**config.mk**
```make
export PLATFORM = sky130hd
export DESIGN_NAME = usic_core
export DESIGN_NICKNAME = d
export VERILOG_FILES = /design/src/include/usic_pkg.sv /design/src/hdl/usic_core.sv
export VERILOG_INCLUDE_DIRS = /design/src /design/src/include
export SDC_FILE = /design/constraint.sdc
export NUM_CORES = 1
export LEC_CHECK = 0
export BUFFER_PORTS_ARGS = -buffer_cell sky130_fd_sc_hd__buf_2
export CORE_UTILIZATION = 45
export DETAILED_ROUTE_END_ITERATION = 8
export PLACE_DENSITY_LB_ADDON = 0.2
export SYNTH_ARGS = -nofsm -noshare
export SYNTH_HDL_FRONTEND = slang
export SYNTH_SLANG_ARGS = --single-unit
```
**constraint.sdc**
```tcl
create_clock -name clk_sys -period 3.6 [get_ports clk_sys]
set_input_delay 0.18 -clock clk_sys [delete_from_list [all_inputs] [get_ports clk_sys]]
set_output_delay 0.18 -clock clk_sys [all_outputs]
set_load 0.03 [all_outputs]
```
**src/include/usic_regs.svh**
```systemverilog
// Functional notes
// Software never writes 11 to the transmit interrupt mode field; it is reserved.
// Mode 10: interrupt when a load into the shifter empties the buffer.
// Mode 00: interrupt on every load of a character into the shifter.
// Mode 01: interrupt once the last character has fully left the shifter.
// No infrared, inversion set: transmit line idles low.
// Infrared, inversion set: encoded transmit output idles high.
// Inversion clear: line idles high, or encoded output idles low.
// Break bit: send start, twelve zeros, stop; hardware clears it after.
// Transmit enable set: port owns the transmit pin and transmits.
// Clearing transmit enable aborts sending, empties buffer, releases pin.
// Buffer full flag reads one when no transmit buffer slot is free.
// Shift-empty flag reads one only when shifter and buffer are empty.
// Shift-empty flag reads zero while shifting or characters wait.
// Receive mode 11: interrupt when a transfer makes four characters.
// Receive mode 10: interrupt when a transfer makes three characters.
// Receive mode 0x: interrupt on every received character transfer.
`ifndef USIC_REGS_SVH
`define USIC_REGS_SVH

// ---------------------------------------------------------------
// register word addresses
// ---------------------------------------------------------------
`define USIC_ADDR_STA     3'h0
`define USIC_ADDR_TXDATA  3'h1
`define USIC_ADDR_RXDATA  3'h2
`define USIC_ADDR_IRQ_ST  3'h3
`define USIC_ADDR_IRQ_CLR 3'h4
`define USIC_ADDR_IRQ_EN  3'h5

// ---------------------------------------------------------------
// status/control field positions
// ---------------------------------------------------------------
`define USIC_TXISEL1_BIT  15
`define USIC_INV_BIT      14
`define USIC_TXISEL0_BIT  13
`define USIC_BRK_BIT      11
`define USIC_TXEN_BIT     10
`define USIC_TXBF_BIT     9
`define USIC_TXEMPTY_BIT  8
`define USIC_RXISEL_HI    7
`define USIC_RXISEL_LO    6

// ---------------------------------------------------------------
// interrupt status bits, modes, sizes
// ---------------------------------------------------------------
`define USIC_IRQ_TX       0
`define USIC_IRQ_RX       1
`define USIC_TXI_ANY      2'h0
`define USIC_TXI_DONE     2'h1
`define USIC_TXI_EMPTY    2'h2
`define USIC_RXI_THREE    2'h2
`define USIC_RXI_FOUR     2'h3
`define USIC_FIFO_DEPTH   3'h4
`define USIC_CNT_THREE    3'h3
`define USIC_DATA_BITS    4'h8
`define USIC_BRK_BITS     4'hc

`endif

```
**src/include/usic_pkg.sv**
```systemverilog
package usic_pkg;
    typedef enum logic [1:0] {
        USIC_TX_IDLE,
        USIC_TX_START,
        USIC_TX_DATA,
        USIC_TX_STOP
    } usic_tx_state_t;
endpackage

```
**src/hdl/usic_core.sv**
```systemverilog
`timescale 1ns/1ns
`default_nettype none
`include "usic_regs.svh"

module usic_core
    import usic_pkg::*;
(
    // clock, reset, enable
    input  wire logic       clk_sys,
    input  wire logic       rst,
    input  wire logic       ce,
    // register port
    input  wire logic [2:0] reg_addr,
    input  wire logic [15:0] reg_wdata,
    input  wire logic       reg_wr,
    input  wire logic       reg_rd,
    output logic      [15:0] reg_rdata,
    // bit timing and encoder
    input  wire logic       baud_tick,
    input  wire logic       infrared_encode_en,
    // receiver side
    input  wire logic       rx_word_valid,
    input  wire logic [7:0] rx_word_data,
    // transmit pin
    output logic            serial_tx_pin,
    output logic            serial_tx_pin_oe,
    // interrupt
    output logic            irq
);

    // ---------------------------------------------------------------
    // state
    // ---------------------------------------------------------------
    logic [1:0]     tx_irq_mode_sel_ff;
    logic           tx_polarity_invert_ff;
    logic           send_sync_break_ff;
    logic           transmit_enable_bit_ff;
    logic [1:0]     rx_irq_mode_sel_ff;
    logic [7:0]     tx_buf_ff [4];
    logic [1:0]     tx_rd_ptr_ff;
    logic [1:0]     tx_wr_ptr_ff;
    logic [2:0]     tx_cnt_ff;
    logic [7:0]     rx_buf_ff [4];
    logic [1:0]     rx_rd_ptr_ff;
    logic [1:0]     rx_wr_ptr_ff;
    logic [2:0]     rx_cnt_ff;
    usic_tx_state_t tx_state_ff;
    logic [7:0]     tx_shift_ff;
    logic [3:0]     tx_bit_cnt_ff;
    logic           tx_is_brk_ff;
    logic [1:0]     irq_status_ff;
    logic [1:0]     irq_enable_ff;
    logic [15:0]    reg_rdata_ff;
    logic           tx_line_ff;

    // ---------------------------------------------------------------
    // register decode
    // ---------------------------------------------------------------
    // every strobe is qualified by ce here, so a frozen block neither
    // takes writes nor pops the receive buffer
    wire wr_sta    = ce & reg_wr & (reg_addr == `USIC_ADDR_STA);
    wire wr_txdata = ce & reg_wr & (reg_addr == `USIC_ADDR_TXDATA);
    wire wr_clr    = ce & reg_wr & (reg_addr == `USIC_ADDR_IRQ_CLR);
    wire wr_en     = ce & reg_wr & (reg_addr == `USIC_ADDR_IRQ_EN);
    wire rd_rxdata = ce & reg_rd & (reg_addr == `USIC_ADDR_RXDATA);

    // a write that clears enable also kills the buffer in the same edge
    wire txen_next = wr_sta ? reg_wdata[`USIC_TXEN_BIT] : transmit_enable_bit_ff;
    wire tx_kill   = ~txen_next;

    // ---------------------------------------------------------------
    // transmit status flags
    // ---------------------------------------------------------------
    // flags are pure decode of count and shifter state, so full and
    // shift-empty can never both read one
    wire tx_full  = (tx_cnt_ff == `USIC_FIFO_DEPTH);
    wire tx_idle  = (tx_state_ff == USIC_TX_IDLE);
    wire tx_shift_empty_flag = tx_idle & (tx_cnt_ff == 3'h0);

    // writes to a full buffer are dropped rather than overwrite a waiting character
    wire tx_push  = wr_txdata & ~tx_full & ~tx_kill;

    // shifter takes a break first, otherwise the next waiting character
    wire brk_go   = ce & transmit_enable_bit_ff & tx_idle & send_sync_break_ff
                    & ~tx_kill;
    wire tx_load  = ce & transmit_enable_bit_ff & tx_idle & ~send_sync_break_ff
                    & (tx_cnt_ff != 3'h0) & ~tx_kill;
    wire tx_step  = ce & baud_tick & ~tx_idle & ~tx_kill;
    wire tx_last  = (tx_bit_cnt_ff == (tx_is_brk_ff ? `USIC_BRK_BITS : `USIC_DATA_BITS));
    wire tx_end   = tx_step & (tx_state_ff == USIC_TX_STOP);

    wire [2:0] tx_cnt_after = tx_cnt_ff + {2'h0, tx_push} - {2'h0, tx_load};

    // ---------------------------------------------------------------
    // transmit interrupt source, mode 11 never fires
    // ---------------------------------------------------------------
    // each source is a one-cycle pulse into the sticky status bit; the
    // empty test uses the count after this edge, so a push in the load
    // cycle rightly holds back the mode 10 event
    wire txi_any   = tx_load & (tx_irq_mode_sel_ff == `USIC_TXI_ANY);
    wire txi_empty = tx_load & (tx_irq_mode_sel_ff == `USIC_TXI_EMPTY)
                     & (tx_cnt_after == 3'h0);
    wire txi_done  = tx_end & (tx_irq_mode_sel_ff == `USIC_TXI_DONE)
                     & (tx_cnt_ff == 3'h0) & ~tx_push;
    wire tx_event  = txi_any | txi_empty | txi_done;

    // ---------------------------------------------------------------
    // receive buffer and interrupt source
    // ---------------------------------------------------------------
    // thresholds compare the count after the push, so they fire once, on
    // the transfer that reaches them, and not again while it sits there
    wire rx_full   = (rx_cnt_ff == `USIC_FIFO_DEPTH);
    wire rx_push   = ce & rx_word_valid & ~rx_full;
    wire rx_pop    = rd_rxdata & (rx_cnt_ff != 3'h0);
    wire [2:0] rx_cnt_after = rx_cnt_ff + {2'h0, rx_push} - {2'h0, rx_pop};
    wire rxi_any   = rx_push & ~rx_irq_mode_sel_ff[1];
    wire rxi_three = rx_push & (rx_irq_mode_sel_ff == `USIC_RXI_THREE)
                     & (rx_cnt_after == `USIC_CNT_THREE);
    wire rxi_four  = rx_push & (rx_irq_mode_sel_ff == `USIC_RXI_FOUR)
                     & (rx_cnt_after == `USIC_FIFO_DEPTH);
    wire rx_event  = rxi_any | rxi_three | rxi_four;

    // ---------------------------------------------------------------
    // read mux
    // ---------------------------------------------------------------
    // unmapped and write-only words read zero; bit 12 and the receive
    // error bits are not kept in this block and read zero too
    wire [15:0] sta_word = {tx_irq_mode_sel_ff[1], tx_polarity_invert_ff,
                            tx_irq_mode_sel_ff[0], 1'b0, send_sync_break_ff,
                            transmit_enable_bit_ff, tx_full, tx_shift_empty_flag,
                            rx_irq_mode_sel_ff, 6'h00};
    wire [15:0] nxt_reg_rdata =
        (reg_addr == `USIC_ADDR_STA)    ? sta_word :
        (reg_addr == `USIC_ADDR_RXDATA) ? {8'h00, rx_buf_ff[rx_rd_ptr_ff]} :
        (reg_addr == `USIC_ADDR_IRQ_ST) ? {14'h0000, irq_status_ff} :
        (reg_addr == `USIC_ADDR_IRQ_EN) ? {14'h0000, irq_enable_ff} : 16'h0000;

    // ---------------------------------------------------------------
    // line level, idle and polarity
    // ---------------------------------------------------------------
    // raw mark level 1 means idle/stop; encoder path gets the raw bit, idle
    // level follows the inversion bit, plain path inverts the whole line
    // with the encoder on, inversion only picks the idle level; the
    // encoder shapes the pulses itself, so frames go out uninverted
    wire raw_bit = (tx_state_ff == USIC_TX_START) ? 1'b0 :
                   (tx_state_ff == USIC_TX_DATA)  ? (~tx_is_brk_ff & tx_shift_ff[0]) :
                   1'b1;
    wire nxt_tx_line = infrared_encode_en
                     ? (tx_idle ? tx_polarity_invert_ff : raw_bit)
                     : (raw_bit ^ tx_polarity_invert_ff);

    assign serial_tx_pin    = tx_line_ff;
    assign serial_tx_pin_oe = transmit_enable_bit_ff;
    assign reg_rdata        = reg_rdata_ff;
    assign irq              = |(irq_status_ff & irq_enable_ff);

    // ---------------------------------------------------------------
    // control register
    // ---------------------------------------------------------------
    // break bit set by software, cleared when its stop bit ends
    // software can only raise the request; a write that lands on the
    // edge ending the break frame must not keep the old request, or a
    // second break would follow that nobody asked for
    always_ff @(posedge clk_sys or posedge rst) begin
        if (rst) begin
            tx_irq_mode_sel_ff     <= 2'h0;
            tx_polarity_invert_ff  <= 1'b0;
            send_sync_break_ff     <= 1'b0;
            transmit_enable_bit_ff <= 1'b0;
            rx_irq_mode_sel_ff     <= 2'h0;
        end else if (wr_sta) begin
            tx_irq_mode_sel_ff     <= {reg_wdata[`USIC_TXISEL1_BIT],
                                       reg_wdata[`USIC_TXISEL0_BIT]};
            tx_polarity_invert_ff  <= reg_wdata[`USIC_INV_BIT];
            send_sync_break_ff     <= reg_wdata[`USIC_BRK_BIT]
                                      | (send_sync_break_ff & ~(tx_end & tx_is_brk_ff));
            transmit_enable_bit_ff <= reg_wdata[`USIC_TXEN_BIT];
            rx_irq_mode_sel_ff     <= reg_wdata[`USIC_RXISEL_HI:`USIC_RXISEL_LO];
        end else if (tx_end & tx_is_brk_ff) begin
            send_sync_break_ff     <= 1'b0;
        end
    end

    // ---------------------------------------------------------------
    // transmit buffer
    // ---------------------------------------------------------------
    // abort wins over pushes and loads, so re-enabling always starts from
    // an empty buffer with both pointers at slot zero
    always_ff @(posedge clk_sys or posedge rst) begin
        if (rst) begin
            tx_rd_ptr_ff <= 2'h0;
            tx_wr_ptr_ff <= 2'h0;
            tx_cnt_ff    <= 3'h0;
        end else if (ce & tx_kill) begin
            tx_rd_ptr_ff <= 2'h0;
            tx_wr_ptr_ff <= 2'h0;
            tx_cnt_ff    <= 3'h0;
        end else if (ce) begin
            tx_rd_ptr_ff <= tx_rd_ptr_ff + {1'b0, tx_load};
            tx_wr_ptr_ff <= tx_wr_ptr_ff + {1'b0, tx_push};
            tx_cnt_ff    <= tx_cnt_after;
        end
    end

    // buffer storage needs no reset, pointers guard it
    always_ff @(posedge clk_sys) begin
        if (tx_push) begin
            tx_buf_ff[tx_wr_ptr_ff] <= reg_wdata[7:0];
        end
        if (rx_push) begin
            rx_buf_ff[rx_wr_ptr_ff] <= rx_word_data;
        end
    end

    // ---------------------------------------------------------------
    // transmit shifter
    // ---------------------------------------------------------------
    // a start bit begins at the load edge and ends at the next bit tick,
    // since bit timing lives outside; limitation: a start bit comes out at least
    // one clock shorter than a full bit time unless the load edge falls on a bit tick
    always_ff @(posedge clk_sys or posedge rst) begin
        if (rst) begin
            tx_state_ff   <= USIC_TX_IDLE;
            tx_shift_ff   <= 8'h00;
            tx_bit_cnt_ff <= 4'h0;
            tx_is_brk_ff  <= 1'b0;
        end else if (ce & tx_kill) begin
            tx_state_ff   <= USIC_TX_IDLE;
            tx_is_brk_ff  <= 1'b0;
        end else if (brk_go | tx_load) begin
            tx_state_ff   <= USIC_TX_START;
            tx_shift_ff   <= brk_go ? 8'h00 : tx_buf_ff[tx_rd_ptr_ff];
            tx_bit_cnt_ff <= 4'h0;
            tx_is_brk_ff  <= brk_go;
        end else if (tx_step) begin
            unique case (tx_state_ff)
                USIC_TX_IDLE: begin
                    tx_state_ff <= USIC_TX_IDLE;
                end
                USIC_TX_START: begin
                    tx_state_ff   <= USIC_TX_DATA;
                    tx_bit_cnt_ff <= 4'h1;
                end
                USIC_TX_DATA: begin
                    if (tx_last) begin
                        tx_state_ff <= USIC_TX_STOP;
                    end else begin
                        tx_bit_cnt_ff <= tx_bit_cnt_ff + 4'h1;
                        tx_shift_ff   <= {1'b0, tx_shift_ff[7:1]};
                    end
                end
                USIC_TX_STOP: begin
                    tx_state_ff  <= USIC_TX_IDLE;
                    tx_is_brk_ff <= 1'b0;
                end
            endcase
        end
    end

    // ---------------------------------------------------------------
    // receive buffer pointers
    // ---------------------------------------------------------------
    // a character arriving with the buffer full is lost, the count holds
    // overrun is not flagged here; the receive error bits live elsewhere
    // so software only sees it as a missing character
    always_ff @(posedge clk_sys or posedge rst) begin
        if (rst) begin
            rx_rd_ptr_ff <= 2'h0;
            rx_wr_ptr_ff <= 2'h0;
            rx_cnt_ff    <= 3'h0;
        end else if (ce) begin
            rx_rd_ptr_ff <= rx_rd_ptr_ff + {1'b0, rx_pop};
            rx_wr_ptr_ff <= rx_wr_ptr_ff + {1'b0, rx_push};
            rx_cnt_ff    <= rx_cnt_after;
        end
    end

    // ---------------------------------------------------------------
    // interrupt status, enable, read data, line
    // ---------------------------------------------------------------
    // a new event in the clear cycle wins over the clear
    // read data fall back to zero after one cycle so an idle bus reads zero;
    // the line is registered so decode glitches never reach the pin
    always_ff @(posedge clk_sys or posedge rst) begin
        if (rst) begin
            irq_status_ff <= 2'h0;
            irq_enable_ff <= 2'h0;
            reg_rdata_ff  <= 16'h0000;
            tx_line_ff    <= 1'b1;
        end else if (ce) begin
            irq_status_ff <= (irq_status_ff & ~(wr_clr ? reg_wdata[1:0] : 2'h0))
                             | {rx_event, tx_event};
            if (wr_en) begin
                irq_enable_ff <= reg_wdata[1:0];
            end
            reg_rdata_ff  <= reg_rd ? nxt_reg_rdata : 16'h0000;
            tx_line_ff    <= nxt_tx_line;
        end
    end

endmodule
`default_nettype wire

```
Word level (Yosys, flattened, before mapping) --
Memory sizes are Yosys's and may differ from the RTL's. Cells that the tools add are included.
Word-level totals: flip-flop bits (word level) 57, ROM bits 0, output and inout port bits 19, memories 2, RAM bits 64, input bits 35, word-level logic and storage cells 173, latch bits 0
Memories:
- rx_buf_ff | words 4, bits a word 8, rd ports 1, clocked after memory_dff 0, wr ports 1, RTL line usic_core.sv:43 | logic [7:0] rx_buf_ff [4];
- tx_buf_ff | words 4, bits a word 8, rd ports 1, clocked after memory_dff 0, wr ports 1, RTL line usic_core.sv:39 | logic [7:0] tx_buf_ff [4];
Operators by class: equal/unequal tests 20, shift operators 0, $add $sub $neg 9, $lt $le $gt $ge 0, reduce and logical (&&, ||, !) cells 21, mux-type cells 42, bitwise gates (word level) 60, multiply operators 0, divide/modulo/power cells 0
Operators by type and width (number):
- 8-bit two-way mux | 6
- 1-bit bitwise AND | 39
- 16-bit two-way mux | 2
- 2-bit two-way mux | 11
- 3-bit == test (second input constant) | 5
- 1-bit two-way mux | 15
- 3-bit nonzero test | 5
- 4-bit two-way mux | 3
- 2-bit == test (second input constant) | 5
- 1-bit NOT | 10
- 3-bit by 2-bit == test with 1-bit output (second input constant) | 3
- 3-bit logical NOT | 3
- 3-bit two-way mux | 3
- 2-bit by 1-bit adder with 2-bit output | 4
- 4-bit case mux with 2 select lines | 1
- 4-bit AND reduction | 2
- 2-bit nonzero test | 4
- 3-bit by 1-bit adder with 3-bit output | 2
- 1-bit OR | 6
- 2-bit case mux with 3 select lines | 1
- 2-bit AND reduction | 3
- 3-bit by 1-bit subtractor with 3-bit output | 2
- 4-bit by 1-bit adder with 4-bit output (second input constant) | 1
- 2-bit bitwise AND | 2
- other kinds (11) | 14

Depth between registers and ports, before layout --
Gate-level depths: netlist of the first run.
depth in word-level cells 11, gate-level depth with buffers 15, mapped depth without buffers 14

Worst setup path before layout of the first run --
No wires, ideal clock.
path kind input -> register, start input port reg_addr[2], end register irq_status_ff[1], path buffers 1, stages on the path 12, data arrival time 3.119 ns, slack 0.397 ns, data required time 3.516 ns, setup time 0.084 ns, cells stage by stage buf_2 > or2b_1 > nor3_1 > o31a_1 > xnor2_1 > ha_1 > fa_1 > xnor2_1 > xnor2_1 > or4b_2 > and3_1 > o21ai_0
Between the ends: longest elaborated chain between the ends 9, elaborated cells on any way between the ends 16, those cells by class add/sub (1); eq/ne (4); mux (1); bitwise (10)
Ends and longest elaborated chain:
- start, declared | RTL line usic_core.sv:13 | input wire logic [2:0] reg_addr,
- 3-bit by 2-bit == test with 1-bit output (no source line)
- 1-bit bitwise AND | RTL line usic_core.sv:65 | wire rd_rxdata = ce & reg_rd & (reg_addr == `USIC_ADDR_RXDATA);
- 1-bit bitwise AND | RTL line usic_core.sv:114 | wire rx_pop = rd_rxdata & (rx_cnt_ff != 3'h0);
- 3-bit by 1-bit subtractor with 3-bit output | RTL line usic_core.sv:115 | wire [2:0] rx_cnt_after = rx_cnt_ff + {2'h0, rx_push} - {2'h0, rx_pop};
- 3-bit by 2-bit == test with 1-bit output (no source line)
- 1-bit bitwise AND | RTL line usic_core.sv:117 | wire rxi_three = rx_push & (rx_irq_mode_sel_ff == `USIC_RXI_THREE)
- 1-bit OR (2 in series) | RTL line usic_core.sv:121 | wire rx_event = rxi_any | rxi_three | rxi_four;
- 2-bit OR * | RTL line usic_core.sv:292 | | {rx_event, tx_event};
- end signal, assigned | RTL line usic_core.sv:291 | irq_status_ff <= (irq_status_ff & ~(wr_clr ? reg_wdata[1:0] : 2'h0))
- end, declared | RTL line usic_core.sv:51 | logic [1:0] irq_status_ff;
Every way passes the cells marked *; elsewhere a longest branch is shown, timed or not. A chain may end at the register's enable or synchronous reset.

Worst setup path after layout of the first run --
start register tx_state_ff[0], end register irq_status_ff[0]
Between the ends: longest elaborated chain between the ends 11, elaborated cells on any way between the ends 21, those cells by class add/sub (1); eq/ne (1); bitwise (17); reduce/logical (2)
Ends and longest elaborated chain:
- start, declared | RTL line usic_core.sv:47 | usic_tx_state_t tx_state_ff;
- start signal, assigned | RTL line usic_core.sv:223 | tx_state_ff <= USIC_TX_IDLE;
- start signal, assigned | RTL line usic_core.sv:228 | tx_state_ff <= USIC_TX_IDLE;
- start signal, assigned | RTL line usic_core.sv:231 | tx_state_ff <= USIC_TX_START;
- 2-bit logical NOT | RTL line usic_core.sv:77 | wire tx_idle = (tx_state_ff == USIC_TX_IDLE);
- 1-bit bitwise AND (2 in series) | RTL line usic_core.sv:86 | wire tx_load = ce & transmit_enable_bit_ff & tx_idle & ~send_sync_break_ff
- 1-bit bitwise AND (2 in series) | RTL line usic_core.sv:87 | & (tx_cnt_ff != 3'h0) & ~tx_kill;
- 3-bit by 1-bit subtractor with 3-bit output | RTL line usic_core.sv:92 | wire [2:0] tx_cnt_after = tx_cnt_ff + {2'h0, tx_push} - {2'h0, tx_load};
- 3-bit logical NOT | RTL line usic_core.sv:102 | & (tx_cnt_after == 3'h0);
- 1-bit bitwise AND | RTL line usic_core.sv:101 | wire txi_empty = tx_load & (tx_irq_mode_sel_ff == `USIC_TXI_EMPTY)
- 1-bit OR | RTL line usic_core.sv:105 | wire tx_event = txi_any | txi_empty | txi_done;
- 1-bit OR * | RTL line usic_core.sv:105
- 2-bit OR * | RTL line usic_core.sv:292
Marked as above.

==> results.yml, run 1 <==
status:
  status: "finished with violations"
  violations: "DRC"
min_path:
  hold_path_startpoint: "reg_wdata[11]"
  hold_depth: 2
  hp-class: "in -> reg"
  min_to: "send_sync_break_ff$_DFFE_PP0P_"
floorplanning:
  die_y_um: 111.8
  dieArea_um2: 12490
  ios: 54
  coreArea_um2: 11560
  core.rowCount: 39
  fp.dieW_um: 111.8
  initial_core_util_pct: 46.89
power:
  internal-power_uw: 3077
  peakVddDrop_mv: 0.5416
  switchingPower_uw: 1242
  power_frac_comb_pct: 19.4
  powerDensity_nw_per_um2: 654.7
  power.share.sequential_pct: 42.6
  p_leak_uw: 0.002659
  pwr-share-clk_pct: 38.1
  p_total_uw: 4319
  p_sw_share_pct: 28.75
global_route:
  grt_pass1_wl_um: 18440
  grt-ovfl-total: 0
  grt_start_max_net_pins: 32
  first_global_vias: 3608
  track_usage_pct: 19.70
  antenna_found_initial: 0
timing:
  fin_crit_sh_pct: 89.73
  setup-tns-final_ns: 0
  drv_slew: 0
  period_minus_slack_ns: 3.230
  hold_viol_final: 0
  fmaxAchievable_mhz: 309.6
  rsz0062_at_grt: "no"
  worst_pin_slew_ns: 0.9592
  max_slew_margin_pct: 35.67
  fin_skew_ns: 0.005098
  setup-violations-final: 0
final_layout:
  drive_gt1_share_pct: 25.95
  final_core_util_pct: 57.04
  diodes: 0
  synthToLayoutAreaGrowth_pct: 21.64
  fin_nets: 537
  stdcell_area_um2: 6596
setup_path:
  start_kind: "register"
  critPathKind: "reg -> reg"
  crit_arrival_ns: 3.57
  cp_max_fo: 11
  worstReg2RegEnd: "irq_status_ff[0]$_DFFE_PP0P_"
  reg2reg_depth: 14
  critPathRequiredTime_ns: 3.94
  worst-r2r-setup-slack_ns: 0.37
  worstReg2RegStart: "tx_state_ff[0]$_DFFE_PP0P_"
  cp-end-kind: "register"
clock_tree:
  htree_levels: 4
  cts.path.max_buffers: 2
  cts_tree: "yes"
  cts_buffers: 17
  cts_sinks: 120
  post-cts-setup-buffers: 0
  cts-root-buf: "clkbuf_16"
  path_clk_slew_ns: 0.06
  clk_latency_ns: 0.42
synth:
  synth-seq-cells: 120
  async_flop_share_pct: 46.67
  synth-main-ff-cell: "edfxtp_1"
  ys_warn_count: 0
  seq_area_frac_synth_pct: 61.31
  synth.avg_cell_area_um2: 13.23
  synth_cells: 410
  syn_nets: 459
  synth_cell_types: 61
  syn-cell-area_um2: 5423
  synth_edf_count: 64
placement:
  dp.final_hpwl_um: 7565
  place_congestion: 0.8453
  dpl_cell_area_um2: 5837
  port_buffers: 49
routing:
  detail-route-antenna-nets: 0
  wl_per_cell_um: 17.23
  via_per_inst: 5.449
  firstDrtPassIters: 6
  drt-total-wl_um: 11100
  via_count: 3509
  drt_iter0_drc: 194
  drcViolationCount: 2
job:
  drv_cap: 0
[placed cells by master (no fill, tap or decap), types with 12 or more instances in the layout]
| cell | instances |
|---|---|
| buf_2 | 49 |
| clkbuf_16 | 17 |
| dfrtp_1 | 55 |
| dlygate4sd3_1 | 18 |
| edfxtp_1 | 64 |
| ha_1 | 12 |
| inv_1 | 34 |
| mux2_2 | 15 |
| mux4_2 | 16 |
| nand2_1 | 31 |
| nand3_1 | 18 |
| nor2_1 | 13 |
| o21ai_0 | 27 |
[what timing repair did]
item	4_1_cts	5_1_grt
gates resized for setup	0	0
hold buffers	18	0
endpoints found under the setup margin	0	0
hold endpoints to repair	88	0
[logic make-up (layout without fill, tap and decap cells)]
group,Yosys count,count (layout),share of synthesized area (%)
flops,120,120,61.31
fa+ha+maj,14,14,3.507
compound gates,78,78,9.483
buf+inv,53,144,3.992
simple gates,101,101,9.807
mux,33,33,10.22
xor+xnor,10,10,1.615
other cells,1,1,0.06915
[flip-flops by register name, indices dropped and copies added (netlist names), 3 cells and up]
name / count
rx_buf_ff: 32
tx_buf_ff: 32
reg_rdata: 15
tx_shift_ff: 8
tx_bit_cnt_ff: 4
rx_cnt_ff: 3
tx_cnt_ff: 3
[power by group through the flow]
stage | Sequential, uW | Clock, uW | Combinational, uW
detailed placement | 1870 | 0 | 823
global placement | 1860 | 0 | 799
CTS | 1840 | 1680 | 841
global route | 1870 | 1730 | 936
floorplan | 1800 | 0 | 654
finish | 1840 | 1640 | 836
[worst max path at each step]
stage                                          start                            to  slack, ns  cells past startpoint
after floorplan                          reg_addr[2]  irq_status_ff[1]$_DFFE_PP0P_       0.40                     12
after global placement    tx_state_ff[0]$_DFFE_PP0P_  irq_status_ff[0]$_DFFE_PP0P_       0.45                     14
after detailed placement  tx_state_ff[0]$_DFFE_PP0P_  irq_status_ff[0]$_DFFE_PP0P_       0.38                     14
after CTS                 tx_state_ff[0]$_DFFE_PP0P_  irq_status_ff[0]$_DFFE_PP0P_       0.36                     14
after global routing      tx_state_ff[0]$_DFFE_PP0P_  irq_status_ff[0]$_DFFE_PP0P_       0.11                     14
final                     tx_state_ff[0]$_DFFE_PP0P_  irq_status_ff[0]$_DFFE_PP0P_       0.37                     14
[metal layers]
metal	wire length (um)	track usage [%]	vias to the layer above
met4	199	8.378	0
met2	5322	31.35	82
met1	5064	25.63	1735
met3	509	5.117	19
li1	-	-	1673
met5	0	0	-
[Yosys cell counts, types with 3 or more instances]
library cell | number | share of area [%]
nand3b_1 | 3 | 0.42
mux2_2 | 15 | 3.1
dfrtp_1 | 55 | 25
a22o_1 | 3 | 0.48
a21o_1 | 3 | 0.42
nand3_1 | 18 | 1.7
nand2_1 | 31 | 2.1
mux4_2 | 16 | 6.6
xor2_1 | 3 | 0.48
clkbuf_1 | 9 | 0.62
o21ai_0 | 27 | 2.5
a22oi_1 | 9 | 1.2
nor2b_1 | 5 | 0.58
nor2_1 | 13 | 0.90
ha_1 | 12 | 2.8
and3_1 | 5 | 0.58
o22ai_1 | 6 | 0.69
a21oi_1 | 8 | 0.74
inv_1 | 35 | 2.4
edfxtp_1 | 64 | 35
nor3_1 | 9 | 0.83
xnor2_1 | 7 | 1.1
buf_2 | 5 | 0.46
[critical path, cell delays in order (launching register included)]
cell     delay (ns)
dfrtp_1        0.39
inv_1          0.11
ha_1           0.27
nand3_1        0.13
a21o_1         0.31
nor3_1         0.27
ha_1           0.18
inv_1          0.04
ha_1           0.19
fa_1           0.38
xor2_1         0.16
and2_1         0.17
o41ai_1        0.33
a32oi_1        0.15
o21ai_0        0.09
[area by class of cell]
| type | instances | area [um^2] |
|---|---|---|
| fillers | 922 | 4969 |
| flip-flops and latches | 120 | 3324 |
| multi-input cells | 237 | 1882 |
| repair buffers | 77 | 500.5 |
| clock buffers | 18 | 429.2 |
| well taps | 143 | 178.9 |
| clock inverters | 14 | 150.1 |
| inverters | 35 | 131.4 |
[per-stage QoR]
stage	hold WS (ns)	instances	setup WS [ns]
after detailed placement	0.3254	594	0.3781
after global placement	0.3192	594	0.4498
after floorplan	0.2789	410	0.3974
after global routing	0.03877	644	0.1090
after CTS	0.008174	644	0.3552
final	0.02875	644	0.3697
No activity file was read; power rests on OpenSTA's default activity.
==> run 2, diff against run 1 <==
CORE_ASPECT_RATIO = 1.75   (was default)
CORE_UTILIZATION = 35   (was 45)
==> run 2 against run 1 <==
Global-route usage fell by 3.1 points. Power increased by 2.7%. Highest routed layer unchanged. Register-to-register slack improved by 0.12 ns. Clock power is 6% higher. Sequential share of layout area decreased by 0.68 points. Final cell count grew 6.5%. Count of clock-buffer cells in the layout shrank 1. The run now ends clean. Critical path depth is the same.
==> results.yml, run 2 (synthesis results as in run 1) <==
status:
  status: "complete, no violations"
placement:
  pre_cts_slack_ns: 0.2387
  dp.final_hpwl_um: 8666
  dpl_cell_area_um2: 5902
  port_buffers: 49
  place_inst: 636
  place_congestion: 0.8503
final_layout:
  synthToLayoutAreaGrowth_pct: 23.30
  seqCellArea_um2: 3324
  mostFrequentLayoutCells: "edfxtp_1, dfrtp_1, buf_2"
  final_common_cell: "edfxtp_1"
  fillers: 1364
  drive_gt1_share_pct: 26.84
  multi_input_area_um2: 1882
  final_core_util_pct: 44.62
  instances_no_fill: 686
  fin_nets: 539
  diodes: 0
  stdcell_area_um2: 6686
routing:
  via_per_inst: 5.134
  drcViolationCount: 0
  drt-total-wl_um: 12020
  via_count: 3522
  drt_iter0_drc: 193
  detail-route-antenna-nets: 0
  firstDrtPassIters: 4
  wl_per_cell_um: 17.52
power:
  internal-power_uw: 3114
  powerDensity_nw_per_um2: 663.6
  pwr-share-clk_pct: 39.1
  p_leak_uw: 0.002692
  p_sw_share_pct: 29.83
  switchingPower_uw: 1323
  peakVddDrop_mv: 0.4588
  power.share.sequential_pct: 41.5
  power_frac_comb_pct: 19.4
timing:
  drv_slew: 0
  setup-violations-final: 0
  hold_viol_final: 0
  fmaxAchievable_mhz: 321.9
  fin_skew_ns: 0.006436
  setup-tns-final_ns: 0
  fin_crit_sh_pct: 86.28
  worst_pin_slew_ns: 0.8545
  max_slew_margin_pct: 42.82
  setup_ws_ns: 0.4938
  rsz0062_at_grt: "no"
  period_minus_slack_ns: 3.106
global_route:
  track_usage_pct: 16.61
  first_global_vias: 3787
  grt_start_max_net_pins: 40
  grt_pass1_wl_um: 19290
  grt-ovfl-total: 0
  antenna_found_initial: 0
floorplanning:
  core.rowCount: 59
  ios: 54
  initial_core_util_pct: 36.19
  coreArea_um2: 14990
  die_y_um: 166.7
  fp.dieW_um: 96.09
  dieArea_um2: 16010
setup_path:
  cp_num_buf_inv: 2
  path_cells: "inv_1 -> ha_1 -> nand3_1 -> a21o_1 -> nor3_1 -> ha_1 -> inv_1 -> ha_1 -> fa_1 -> xor2_1 -> and2_1 -> o41ai_1 -> a32oi_1 -> o21ai_0"
  reg2reg_depth: 14
  cpMaxStageDelayCell: "dfrtp_1"
  critPathRequiredTime_ns: 3.93
  cp_max_fo: 6
  crit_arrival_ns: 3.43
  path_depth: 14
  slowest_delay_ns: 0.41
  cp-end-kind: "register"
  start_kind: "register"
  critPathKind: "reg -> reg"
  cp_top_family: "adder cells"
  crit_top_cell: "ha_1"
clock_tree:
  cts_tree: "yes"
  post_cts_resized: 0
  holdBufCountCts: 18
  htree_levels: 4
  post-cts-setup-buffers: 0
  cts.path.max_buffers: 2
  cts_sinks: 120
  cts-root-buf: "clkbuf_16"
  path_clk_slew_ns: 0.06
  cts_buffers: 17
  clk_latency_ns: 0.41
job:
  drv_cap: 0
min_path:
  hold_depth: 2
  hp-class: "in -> reg"
## run 2: area by class of cell
| cell class | instances | area share, % |
|---|---|---|
| Sequential cell | 120 | 49.72 |
| Multi-Input combinational cell | 237 | 28.14 |
| Timing Repair Buffer | 79 | 7.710 |
| Clock buffer | 17 | 6.362 |
| Tap cell | 183 | 3.424 |
| Clock inverter | 15 | 2.676 |
| Inverter | 35 | 1.965 |
## run 2: final timing paths
check / from / endpoint / slack [ns]
worst max-delay path: tx_state_ff[0]$_DFFE_PP0P_ / irq_status_ff[0]$_DFFE_PP0P_ / 0.49
worst min-delay path: reg_wdata[15] / tx_irq_mode_sel_ff[1]$_DFFE_PP0N_ / 0.02
worst max register to register: tx_state_ff[0]$_DFFE_PP0P_ / irq_status_ff[0]$_DFFE_PP0P_ / 0.49
worst min register to register: serial_tx_pin$_DFFE_PP1P_ / serial_tx_pin$_DFFE_PP1P_ / 0.49
max in group asynchronous: rst / rx_rd_ptr_ff[0]$_DFFE_PP0P_ / 2.33
min in group asynchronous: rst / reg_rdata[3]$_DFFE_PP0P_ / 0.49
## run 2: layer usage
layer	track usage, %	routed length (um)	up-vias
li1	-	-	1678
met1	17.67	4600	1758
met2	30.10	6740	69
met3	3.744	387	17
met4	7.463	287	0
met5	0	0	-
## run 2: power by group through the flow
stage	sequential (uW)	clock [uW]	combinational, uW
5_1_grt	1870	1820	948
6_report	1840	1740	862
4_1_cts	1840	1760	871
3_5_place_dp	1870	0	851
2_1_floorplan	1800	0	654
3_3_place_gp	1860	0	826
## run 2: stage by stage
step	total power, uW	hold slack, ns
global placement	2688	0.3878
finish	4437	0.01554
floorplan	2457	0.2789
CTS	4476	0.009140
global route	4645	0.01038
detailed placement	2720	0.3973
## run 2: worst register-to-register path, cell delays in order, from the launching register on
cell     delay, ns
dfrtp_1       0.41
inv_1         0.11
ha_1          0.27
nand3_1       0.14
a21o_1        0.20
nor3_1        0.22
ha_1          0.18
inv_1         0.04
ha_1          0.18
fa_1          0.38
xor2_1        0.17
and2_1        0.18
o41ai_1       0.30
a32oi_1       0.15
o21ai_0       0.09
